[src/core/dsd_pkg.sv]
// Constants shared by the data-space decoder and its leaf modules.
// Assumes an 8-bit data space and a 12-bit program memory address.
package dsd_pkg;

  localparam int ADDR_W = 8;
  localparam int DATA_W = 8;
  localparam int OFS_W = 6;
  localparam int BASE_W = 6;
  localparam int PROG_ADDR_W = 12;
  localparam int RAM_DEPTH = 60;
  localparam int PAGE_DEPTH = 64;

  localparam logic [7:0] ADDR_BANK_LO = 8'h00;
  localparam logic [7:0] ADDR_BANK_HI = 8'h3F;
  localparam logic [7:0] ADDR_WIN_LO = 8'h40;
  localparam logic [7:0] ADDR_WIN_HI = 8'h7F;
  localparam logic [7:0] ADDR_CORE_LO = 8'h80;
  localparam logic [7:0] ADDR_CORE_HI = 8'h83;
  localparam logic [7:0] ADDR_RAM_LO = 8'h84;
  localparam logic [7:0] ADDR_RAM_HI = 8'hBF;
  localparam logic [7:0] ADDR_ROM_WINDOW_BASE = 8'hC9;
  localparam logic [7:0] ADDR_BANK_SELECT = 8'hE8;
  localparam logic [7:0] ADDR_ACC = 8'hFF;

  localparam int BANK_RAM2_BIT = 4;
  localparam int BANK_EE0_BIT = 0;

  localparam logic [7:0] CORE_RESET = 8'h00;
  localparam logic [7:0] READ_NONE = 8'h00;

  typedef enum logic [1:0] {
    DSD_IDLE = 2'b00,
    DSD_PROG = 2'b01,
    DSD_EE = 2'b10,
    DSD_DONE = 2'b11
  } dsd_state_e;

endpackage : dsd_pkg

[src/core/dsd_byte_ram.sv]
// Byte-wide storage array with a clocked write and an immediate read.
// Assumes addresses stay below the depth; contents are undefined after power-up.
`timescale 1ns/1ns
module dsd_byte_ram #(
  parameter int DEPTH = 64,
  parameter int AW = 6
) (
  input wire logic clk_in,
  input wire logic ce_in,
  input wire logic we_in,
  input wire logic [AW-1:0] addr_in,
  input wire logic [7:0] wdata_in,
  output logic [7:0] rdata_out
);

  typedef struct packed {
    logic [DEPTH-1:0][7:0] mem;
  } dsd_ram_s;

  dsd_ram_s s_q;
  dsd_ram_s s_d;

  ////////////////////////////////////////////////////////////////////////////////
  // Write port and read port.
  always_comb begin
    s_d = s_q;
    if (we_in && (int'(addr_in) < DEPTH)) begin
      s_d.mem[addr_in] = wdata_in;
    end
  end

  always_ff @(posedge clk_in) begin
    if (ce_in) begin
      s_q <= s_d;
    end
  end

  assign rdata_out = (int'(addr_in) < DEPTH) ? s_q.mem[addr_in] : dsd_pkg::READ_NONE;

endmodule : dsd_byte_ram

[src/core/dsd_rom_port.sv]
// Program memory read port for the read-only data window.
// Assumes program memory holds its data valid in the cycle it raises its acknowledge.
`timescale 1ns/1ns
module dsd_rom_port (
  input wire logic clk_in,
  input wire logic rstn_in,
  input wire logic ce_in,
  input wire logic start_in,
  input wire logic [dsd_pkg::BASE_W-1:0] base_in,
  input wire logic [dsd_pkg::OFS_W-1:0] offset_in,
  output logic [dsd_pkg::PROG_ADDR_W-1:0] prog_addr_out,
  output logic prog_rd_out,
  input wire logic [7:0] prog_data_in,
  input wire logic prog_ack_in,
  output logic done_out,
  output logic [7:0] data_out
);

  typedef struct packed {
    logic [dsd_pkg::PROG_ADDR_W-1:0] addr;
    logic rd;
    logic done;
    logic [7:0] data;
  } dsd_rom_s;

  dsd_rom_s s_q;
  dsd_rom_s s_d;

  ////////////////////////////////////////////////////////////////////////////////
  // Address forming and read handshake.
  always_comb begin
    s_d = s_q;
    s_d.done = 1'b0;
    if (start_in && !s_q.rd) begin
      s_d.addr = {base_in, offset_in};
      s_d.rd = 1'b1;
    end else if (s_q.rd && prog_ack_in) begin
      s_d.rd = 1'b0;
      s_d.done = 1'b1;
      s_d.data = prog_data_in;
    end
  end

  always_ff @(posedge clk_in or negedge rstn_in) begin
    if (!rstn_in) begin
      s_q <= '0;
    end else if (ce_in) begin
      s_q <= s_d;
    end
  end

  assign prog_addr_out = s_q.addr;
  assign prog_rd_out = s_q.rd;
  assign done_out = s_q.done;
  assign data_out = s_q.data;

endmodule : dsd_rom_port

[src/core/dsd_decoder.sv]
// Data-space address decoder with program memory window and banked page region.
// Assumes a classic Wishbone master with 8-bit data and an 8-bit data-space address.
`timescale 1ns/1ns
module dsd_decoder (
  input wire logic clk_in,
  input wire logic rstn_in,
  input wire logic ce_in,
  input wire logic wb_cyc_in,
  input wire logic wb_stb_in,
  input wire logic wb_we_in,
  input wire logic [dsd_pkg::ADDR_W-1:0] wb_adr_in,
  input wire logic [dsd_pkg::DATA_W-1:0] wb_dat_in,
  input wire logic [0:0] wb_sel_in,
  output logic [dsd_pkg::DATA_W-1:0] wb_dat_out,
  output logic wb_ack_out,
  output logic [dsd_pkg::PROG_ADDR_W-1:0] prog_addr_out,
  output logic prog_rd_out,
  input wire logic [7:0] prog_data_in,
  input wire logic prog_ack_in,
  output logic [dsd_pkg::OFS_W-1:0] ee_addr_out,
  output logic [7:0] ee_dat_out,
  output logic ee_we_out,
  output logic ee_stb_out,
  input wire logic [7:0] ee_dat_in,
  input wire logic ee_ack_in,
  output logic [7:0] acc_out
);

  typedef struct packed {
    dsd_pkg::dsd_state_e st;
    logic ack;
    logic [7:0] rdat;
    logic [dsd_pkg::BASE_W-1:0] win_base;
    logic [7:0] bank;
    logic [3:0][7:0] core;
    logic [7:0] acc;
    logic [dsd_pkg::OFS_W-1:0] ee_addr;
    logic [7:0] ee_dat;
    logic ee_we;
    logic ee_stb;
  } dsd_top_s;

  dsd_top_s s_q;
  dsd_top_s s_d;

  logic take;
  logic wr;
  logic hit_bank;
  logic hit_win;
  logic hit_core;
  logic hit_ram;
  logic hit_base;
  logic hit_bsel;
  logic hit_acc;
  logic pick_ram2;
  logic pick_ee0;
  logic [7:0] ram_diff;
  logic ram_we;
  logic page_we;
  logic rom_start;
  logic rom_done;
  logic [7:0] rom_data;
  logic [7:0] ram_rdata;
  logic [7:0] page_rdata;

  ////////////////////////////////////////////////////////////////////////////////
  // Address decode.
  always_comb begin
    take = wb_cyc_in && wb_stb_in && (s_q.st == dsd_pkg::DSD_IDLE);
    wr = wb_we_in && wb_sel_in[0];
    hit_bank = (wb_adr_in <= dsd_pkg::ADDR_BANK_HI);
    hit_win = (wb_adr_in >= dsd_pkg::ADDR_WIN_LO) && (wb_adr_in <= dsd_pkg::ADDR_WIN_HI);
    hit_core = (wb_adr_in >= dsd_pkg::ADDR_CORE_LO) && (wb_adr_in <= dsd_pkg::ADDR_CORE_HI);
    hit_ram = (wb_adr_in >= dsd_pkg::ADDR_RAM_LO) && (wb_adr_in <= dsd_pkg::ADDR_RAM_HI);
    hit_base = (wb_adr_in == dsd_pkg::ADDR_ROM_WINDOW_BASE);
    hit_bsel = (wb_adr_in == dsd_pkg::ADDR_BANK_SELECT);
    hit_acc = (wb_adr_in == dsd_pkg::ADDR_ACC);
    pick_ram2 = s_q.bank[dsd_pkg::BANK_RAM2_BIT];
    pick_ee0 = s_q.bank[dsd_pkg::BANK_EE0_BIT] && !pick_ram2;
    ram_diff = wb_adr_in - dsd_pkg::ADDR_RAM_LO;
    ram_we = take && wr && hit_ram;
    page_we = take && wr && hit_bank && pick_ram2;
    rom_start = take && hit_win && !wb_we_in;
  end

  ////////////////////////////////////////////////////////////////////////////////
  // Storage blocks.
  dsd_byte_ram #(
    .DEPTH(dsd_pkg::RAM_DEPTH),
    .AW(dsd_pkg::OFS_W)
  ) u_ram (
    .clk_in(clk_in),
    .ce_in(ce_in),
    .we_in(ram_we),
    .addr_in(ram_diff[dsd_pkg::OFS_W-1:0]),
    .wdata_in(wb_dat_in),
    .rdata_out(ram_rdata)
  );

  dsd_byte_ram #(
    .DEPTH(dsd_pkg::PAGE_DEPTH),
    .AW(dsd_pkg::OFS_W)
  ) u_page2 (
    .clk_in(clk_in),
    .ce_in(ce_in),
    .we_in(page_we),
    .addr_in(wb_adr_in[dsd_pkg::OFS_W-1:0]),
    .wdata_in(wb_dat_in),
    .rdata_out(page_rdata)
  );

  dsd_rom_port u_rom (
    .clk_in(clk_in),
    .rstn_in(rstn_in),
    .ce_in(ce_in),
    .start_in(rom_start),
    .base_in(s_q.win_base),
    .offset_in(wb_adr_in[dsd_pkg::OFS_W-1:0]),
    .prog_addr_out(prog_addr_out),
    .prog_rd_out(prog_rd_out),
    .prog_data_in(prog_data_in),
    .prog_ack_in(prog_ack_in),
    .done_out(rom_done),
    .data_out(rom_data)
  );

  ////////////////////////////////////////////////////////////////////////////////
  // Bus slave sequencing and register updates.
  always_comb begin
    s_d = s_q;
    case (s_q.st)
      dsd_pkg::DSD_IDLE: begin
        s_d.ack = 1'b0;
        if (take) begin
          s_d.rdat = dsd_pkg::READ_NONE;
          s_d.ack = 1'b1;
          s_d.st = dsd_pkg::DSD_DONE;
          if (hit_bank) begin
            if (pick_ram2) begin
              s_d.rdat = page_rdata;
            end else if (pick_ee0) begin
              s_d.ack = 1'b0;
              s_d.st = dsd_pkg::DSD_EE;
              s_d.ee_addr = wb_adr_in[dsd_pkg::OFS_W-1:0];
              s_d.ee_dat = wb_dat_in;
              s_d.ee_we = wr;
              s_d.ee_stb = 1'b1;
            end
          end else if (hit_win) begin
            if (!wb_we_in) begin
              s_d.ack = 1'b0;
              s_d.st = dsd_pkg::DSD_PROG;
            end
            // Window writes are acknowledged and dropped.
          end else if (hit_core) begin
            s_d.rdat = s_q.core[wb_adr_in[1:0]];
            if (wr) begin
              s_d.core[wb_adr_in[1:0]] = wb_dat_in;
            end
          end else if (hit_ram) begin
            s_d.rdat = ram_rdata;
          end else if (hit_base) begin
            if (wr) begin
              s_d.win_base = wb_dat_in[dsd_pkg::BASE_W-1:0];
            end
          end else if (hit_bsel) begin
            if (wr) begin
              s_d.bank = wb_dat_in;
            end
          end else if (hit_acc) begin
            s_d.rdat = s_q.acc;
            if (wr) begin
              s_d.acc = wb_dat_in;
            end
          end
        end
      end
      dsd_pkg::DSD_PROG: begin
        if (rom_done) begin
          s_d.rdat = rom_data;
          s_d.ack = 1'b1;
          s_d.st = dsd_pkg::DSD_DONE;
        end
      end
      dsd_pkg::DSD_EE: begin
        if (ee_ack_in) begin
          s_d.rdat = s_q.ee_we ? dsd_pkg::READ_NONE : ee_dat_in;
          s_d.ee_stb = 1'b0;
          s_d.ee_we = 1'b0;
          s_d.ack = 1'b1;
          s_d.st = dsd_pkg::DSD_DONE;
        end
      end
      dsd_pkg::DSD_DONE: begin
        s_d.ack = 1'b0;
        s_d.st = dsd_pkg::DSD_IDLE;
      end
      default: begin
        s_d.ack = 1'b0;
        s_d.st = dsd_pkg::DSD_IDLE;
      end
    endcase
  end

  always_ff @(posedge clk_in or negedge rstn_in) begin
    if (!rstn_in) begin
      s_q.st <= dsd_pkg::DSD_IDLE;
      s_q.ack <= 1'b0;
      s_q.rdat <= dsd_pkg::READ_NONE;
      s_q.core <= {4{dsd_pkg::CORE_RESET}};
      s_q.acc <= dsd_pkg::CORE_RESET;
      s_q.ee_addr <= '0;
      s_q.ee_dat <= dsd_pkg::CORE_RESET;
      s_q.ee_we <= 1'b0;
      s_q.ee_stb <= 1'b0;
      // Window base and bank select keep their contents through reset.
    end else if (ce_in) begin
      s_q <= s_d;
    end
  end

  assign wb_dat_out = s_q.rdat;
  assign wb_ack_out = s_q.ack;
  assign ee_addr_out = s_q.ee_addr;
  assign ee_dat_out = s_q.ee_dat;
  assign ee_we_out = s_q.ee_we;
  assign ee_stb_out = s_q.ee_stb;
  assign acc_out = s_q.acc;

endmodule : dsd_decoder

[config.mk]
export PLATFORM = sky130hd
export DESIGN_NAME = dsd_decoder
export DESIGN_NICKNAME = d
export VERILOG_FILES = /design/src/core/dsd_pkg.sv /design/src/core/dsd_byte_ram.sv /design/src/core/dsd_rom_port.sv /design/src/core/dsd_decoder.sv
export SDC_FILE = /design/constraint.sdc
export NUM_CORES = 1
export LEC_CHECK = 0
export BUFFER_PORTS_ARGS = -buffer_cell sky130_fd_sc_hd__buf_2
export CORE_MARGIN = 3
export CORE_UTILIZATION = 50
export CTS_BUF_LIST = sky130_fd_sc_hd__clkbuf_8 sky130_fd_sc_hd__clkbuf_16
export CTS_CLUSTER_DIAMETER = 80
export DETAILED_ROUTE_END_ITERATION = 8
export MAX_ROUTING_LAYER = met4
export PLACE_DENSITY = 0.78
export SLEW_MARGIN = 20
export SYNTH_ARGS = -nofsm -noshare
export SYNTH_HDL_FRONTEND = slang
export SYNTH_SLANG_ARGS = --single-unit
[constraint.sdc]
create_clock -name clk_in -period 5.1 [get_ports clk_in]
set_input_delay 0.51 -clock clk_in [delete_from_list [all_inputs] [get_ports clk_in]]
set_output_delay 0.51 -clock clk_in [all_outputs]
set_load 0.01 [all_outputs]
**After elaboration in Yosys (flattened, before gate mapping)**

Index checks and enable logic that the tools add are counted.

- Register bits: 1095
- Bits of input ports: 41
- Logic and storage cells: 275

- $add $sub $neg: 1
- Order comparisons: 14
- Eq/ne operators: 12
- Muxes and demuxes: 58
- Bitwise gates (word level): 8
- Reductions and logical operators: 40

Operator list:

| cell | number |
|---|---|
| $bwmux W512 | 1 |
| $bwmux W480 | 1 |
| $mux W8 | 23 |
| $bmux W8 S6 | 2 |
| $demux W8 S6 | 2 |
| $mux W81 | 1 |
| $mux W32 | 2 |
| $mux W62 | 1 |
| $mux W54 | 1 |
| $mux W16 | 3 |
| $mux W11 | 3 |
| $bwmux W32 | 1 |
| $mux W14 | 2 |
| $eq A8 B8 Y1 const B | 3 |
| $pmux W8 S3 | 1 |
| $reduce_and A11 Y1 | 2 |
| $logic_and A1 B1 Y1 | 19 |
| $bmux W8 S2 | 1 |
| $demux W8 S2 | 1 |
| $ge A8 B8 Y1 const B | 2 |
| $le A8 B8 Y1 const B | 2 |
| $lt A6 B7 Y1 const B | 2 |
| $reduce_and A7 Y1 | 2 |
| $ge A6 B1 Y1 const B | 2 |
| other kinds (30) | 53 |

**Longest topological paths before layout**

- Depth after elaboration: 11
- Mapped depth: 14

**By module**

Synthesis repeated with hierarchy kept, for this count alone.

- Cells, all modules: 2603
- Area, all modules: 43730.7 µm²

By module, submodules not included:

| module | instances | cells each | area an instance (µm²) |
|---|---|---|---|
| dsd_byte_ram (u_page2) | 1 | 1207 | 20094.3 |
| dsd_byte_ram (u_ram) | 1 | 1016 | 18738.0 |
| dsd_decoder | 1 | 331 | 4025.1 |
| dsd_rom_port | 1 | 49 | 873.3 |

**Worst setup path after synthesis**

OpenSTA, ideal clock, no wires.

- Kind: input -> register
- From: input wb_adr_in[2] (netlist bit)
- To: register u_ram.s_q[472] (netlist bit) (enable)
- Library setup time: 0.383 ns
- Arrival: 3.552 ns
- Data required time: 4.717 ns
- Path slack: 1.164 ns
- Cell stages on the path: 11
- Buffers on the path: 4
- Cell sequence: buf_2 -> inv_2 -> clkbuf_1 -> clkbuf_1 -> ha_1 -> clkbuf_1 -> nor3b_1 -> a211o_1 -> nor3_2 -> nand2_1 -> nor3_1

- Cells in the longest elaborated chain, start to end: 5
- Elaborated cells on any way between the ends: 8
- Those cells by class: 1 x add/sub; 3 x order compare; 4 x reduce/logical

Ends and longest elaborated chain:

| element | line | source |
|---|---|---|
| start, declared | dsd_decoder.sv:11 | `input wire logic [dsd_pkg::ADDR_W-1:0] wb_adr_in,` |
| branches (longest 3 deep; another with $sub A6 B3 Y6) | -- |  |
| $logic_and A1 B1 Y1 (*) | dsd_byte_ram.sv:27 | `if (we_in && (int'(addr_in) < DEPTH)) begin` |
| $reduce_and A2 Y1 (no source line) (*) | -- |  |
| end signal, assigned | dsd_byte_ram.sv:34 | `s_q <= s_d;` |
| end, declared | dsd_byte_ram.sv:20 | `dsd_ram_s s_q;` |

Every way passes the cells marked *.
A chain may end at the register's enable or synchronous reset.

**Worst setup path after layout**

- From: register s_q[79] (netlist bit)
- To: register u_page2.s_q[154] (netlist bit) (enable)

- Cells in the longest elaborated chain, start to end: 6

Ends and longest elaborated chain:

| element | line | source |
|---|---|---|
| start, declared | dsd_decoder.sv:43 | `dsd_top_s s_q;` |
| $logic_not A2 Y1 | dsd_decoder.sv:69 | `take = wb_cyc_in && wb_stb_in && (s_q.st == dsd_pkg::DSD_IDLE);` |
| $logic_and A1 B1 Y1 | dsd_decoder.sv:69 |  |
| $logic_and A1 B1 Y1 (3 in a row) | dsd_decoder.sv:82 | `page_we = take && wr && hit_bank && pick_ram2;` |
| $reduce_and A2 Y1 (no source line) | -- |  |
| end signal, assigned | dsd_byte_ram.sv:34 |  |
| end, declared | dsd_byte_ram.sv:20 |  |

Every way passes these cells.

==> out/metrics.yaml <==
global_routing:
  grt_start_max_net_pins: 98
  antenna_found_initial: 1
  grt_usage_pct: 24.04
  grt_pass1_vias: 22870
  grt_overflow: 0
  grt_pass1_wl_um: 155800
worst_setup_path:
  path_cells: "inv_1 -> ha_1 -> and3_1 -> nand4_1 -> nor3_1 -> nand2_1 -> nor2_1"
  worst_r2r_path_depth: 7
  cpMaxStageDelayCell: "nor2_1"
  crit_type: "reg2reg"
  critical_path_required_ns: 5.38
  crit_fanout: 8
  r2r_setup_slack_ns: 1.11
  cp-end-kind: "flip-flop"
  cp_top_family: "simple AND/OR/NAND/NOR gates"
  critPathLaunchType: "flip-flop"
  path_buf_inv: 1
  crit_path_max_incr_delay_ns: 0.83
  crit_cells: 7
  arrival_ns: 4.28
layout:
  synthToLayoutAreaGrowth_pct: 10.19
  drive_gt1_share_pct: 25.08
  final_area_um2: 47800
  fill_cells: 6038
  nets: 2334
sta:
  max_freq_ghz: 0.2504
  worst_slew_pin_slew_ns: 1.139
  totalNegativeSetupSlack_ns: 0
  drv_slew: 0
  setup_viol: 0
  fin_crit_sh_pct: 78.30
  fin_skew_ns: 0.03352
  rsz0062_at_grt: "no"
  hold_viol: 0
  relSlewSlack_pct: 23.27
  min_period_ns: 3.993
job:
  drv_cap: 0
detailed_routing:
  dr_total_vias: 22950
  drtIter0Drc: 3734
  via_per_inst: 6.548
  ant_nets: 0
  wl_per_cell_um: 30.09
  drc: 30
  dr.pass1.iters: 9
  drt_wl_total_um: 105500
clocking:
  htreeDepth: 3
  cts-root-buf: "clkbuf_16"
  cts_tree: "yes"
  clk_latency_ns: 0.67
  cts_buffers: 100
  cts_sinks: 1089
  clk_path_buf_depth: 3
  cts_setup_buffers: 0
  clkTransAtPathRegs_ns: 0.06
power_and_ir_drop:
  vdd_drop_max_mv: 0.3359
  leakage_nw: 15.66
  pwr_density_cell_nw_per_um2: 384.0
logic_synthesis:
  yosysTopAreaCell: "edfxtp_1"
  yosysSeqAreaShare_pct: 74.36
  synth_most_common_cell: "edfxtp_1"
  netlist_top_cells_count: "1000 x edfxtp_1, 252 x mux4_2, 157 x nor2_1"
  syn-cell-area_um2: 43380
  synth_edf_count: 1000
  async_flop_share_pct: 8.173
  synth.top_cell.area_share_pct: 69.22
  synth_cell_types: 63
  syn_nets: 2252
  synth-seq-cells: 1089
  avgSynthCellArea_um2: 19.70
  synthTopCellsByArea: "edfxtp_1 69%, mux4_2 13%, dfrtp_1 5.1%, mux2_2 1.7%, nor2_1 1.4%"
  yosys_warnings: 0
  synthCells: 2202
  synth-main-ff-cell: "edfxtp_1"
hold_path:
  hold_path_class: "in2reg"
  hold_depth: 2
place:
  io_buffers: 86
  post-dp-hpwl_um: 65080
  dpl_cell_area_um2: 44650
  gp_congestion: 1.022
run_status:
  status: "finished, violations left"
  violations: "design-rule violations"
floorplan:
  die_x_um: 300.6
  start_util_pct: 50.71
  coreArea_um2: 85550
  rows: 107
  num_io_pins: 87
  dieArea_um2: 90330
  dieHeight_um: 300.6
-- state kept, by name, summed over array words and instances (netlist names), 6 cells and up --
signal / cells
wb_dat_out: 8
s_q: 41
ee_addr_out: 6
u_rom.prog_addr_out: 12
acc_out: 8
ee_dat_out: 8
u_rom.data_out: 8
u_page2.s_q: 512
u_ram.s_q: 480
-- cells in the final DEF, fill, tap and decap left out, drive strengths merged, types with 10 or more instances in the layout --
cell	netlist	layout
clkbuf	44	103
buf	99	122
mux4	252	252
a211oi	17	17
dfrtp	89	89
mux2	75	75
o21ai	35	35
a22oi	59	59
nor3	23	23
o22ai	14	14
nand2b	13	13
and2	10	10
edfxtp	1000	1000
mux2i	35	35
nor2	158	158
inv	12	38
nand2	98	98
nor2b	16	16
a21oi	42	42
nand3	12	12
clkinv	1	45
-- stage by stage --
step	setup WS (ns)	instances	power [W]	hold slack, ns	utilization [%]
floorplan	1.164	2202	0.01091	0.2144	-
global placement	0.9091	3324	0.01138	0.4571	52.19
detailed placement	0.8109	3324	0.01142	0.4655	52.19
CTS	1.192	3503	0.01837	0.04514	55.81
global route	0.9531	3505	0.01882	0.04812	55.87
finish	1.107	3505	0.01836	0.06025	55.87
-- kinds of logic after synthesis --
kind of cell,Yosys count,share of synthesized area [%]
fa+ha+maj,9,0.2596
buf+inv,156,2.319
flops,1089,74.36
compound gates,223,3.470
simple gates,363,3.758
mux,362,15.84
-- timing repair --
| action | 4_1_cts | 5_1_grt |
|---|---|---|
| hold buffers | 1 | 0 |
| endpoints found under the hold margin | 30 | 0 |
| resized for setup | 0 | 0 |
-- layout make-up --
| cell class | count | area [um^2] | share of cell area [%] |
|---|---|---|---|
| flip-flops and latches | 1089 | 32260 | 67.48 |
| multi-input cells | 957 | 10150 | 21.24 |
| clock buffers | 103 | 2544 | 5.322 |
| well taps | 1144 | 1431 | 2.995 |
| repair buffers | 123 | 823.3 | 1.722 |
| clock inverters | 75 | 543.0 | 1.136 |
| inverters | 13 | 48.80 | 0.1021 |
| diodes | 1 | 2.502 | 0.005235 |
-- path summary, 6_finish.rpt --
| kind | startpoint | end |
|---|---|---|
| setup / recovery | s_q[79] | u_page2.s_q[154] |
| hold / removal | prog_data_in[1] | u_rom.data_out[1] |
| setup reg to reg | s_q[79] | u_page2.s_q[154] |
| hold reg to reg | s_q[64] | u_rom.prog_addr_out[6] |
| max in group asynchronous | rstn_in | wb_dat_out[0] |
| min in group asynchronous | rstn_in | u_rom.prog_addr_out[11] |
-- power by group --
group / switching [W] / total, W / internal, W / leakage (nW)
logic: 0.000886 / 0.00137 / 0.000481 / 3.85
clock network: 0.00325 / 0.00708 / 0.00383 / 1.61
registers: 0.0000768 / 0.00991 / 0.00983 / 10.2
-- routing by layer --
| layer | GRT usage, % | up-vias | part of all wire, % |
|---|---|---|---|
| met4 | 7.559 | 0 | 4.2 |
| met2 | 37.76 | 1651 | 49 |
| met1 | 31.55 | 11850 | 36 |
| met5 | - | - | 0 |
| li1 | - | 9102 | - |
| met3 | 5.652 | 346 | 11 |
Note: power is estimated with default switching activity, not from simulation.
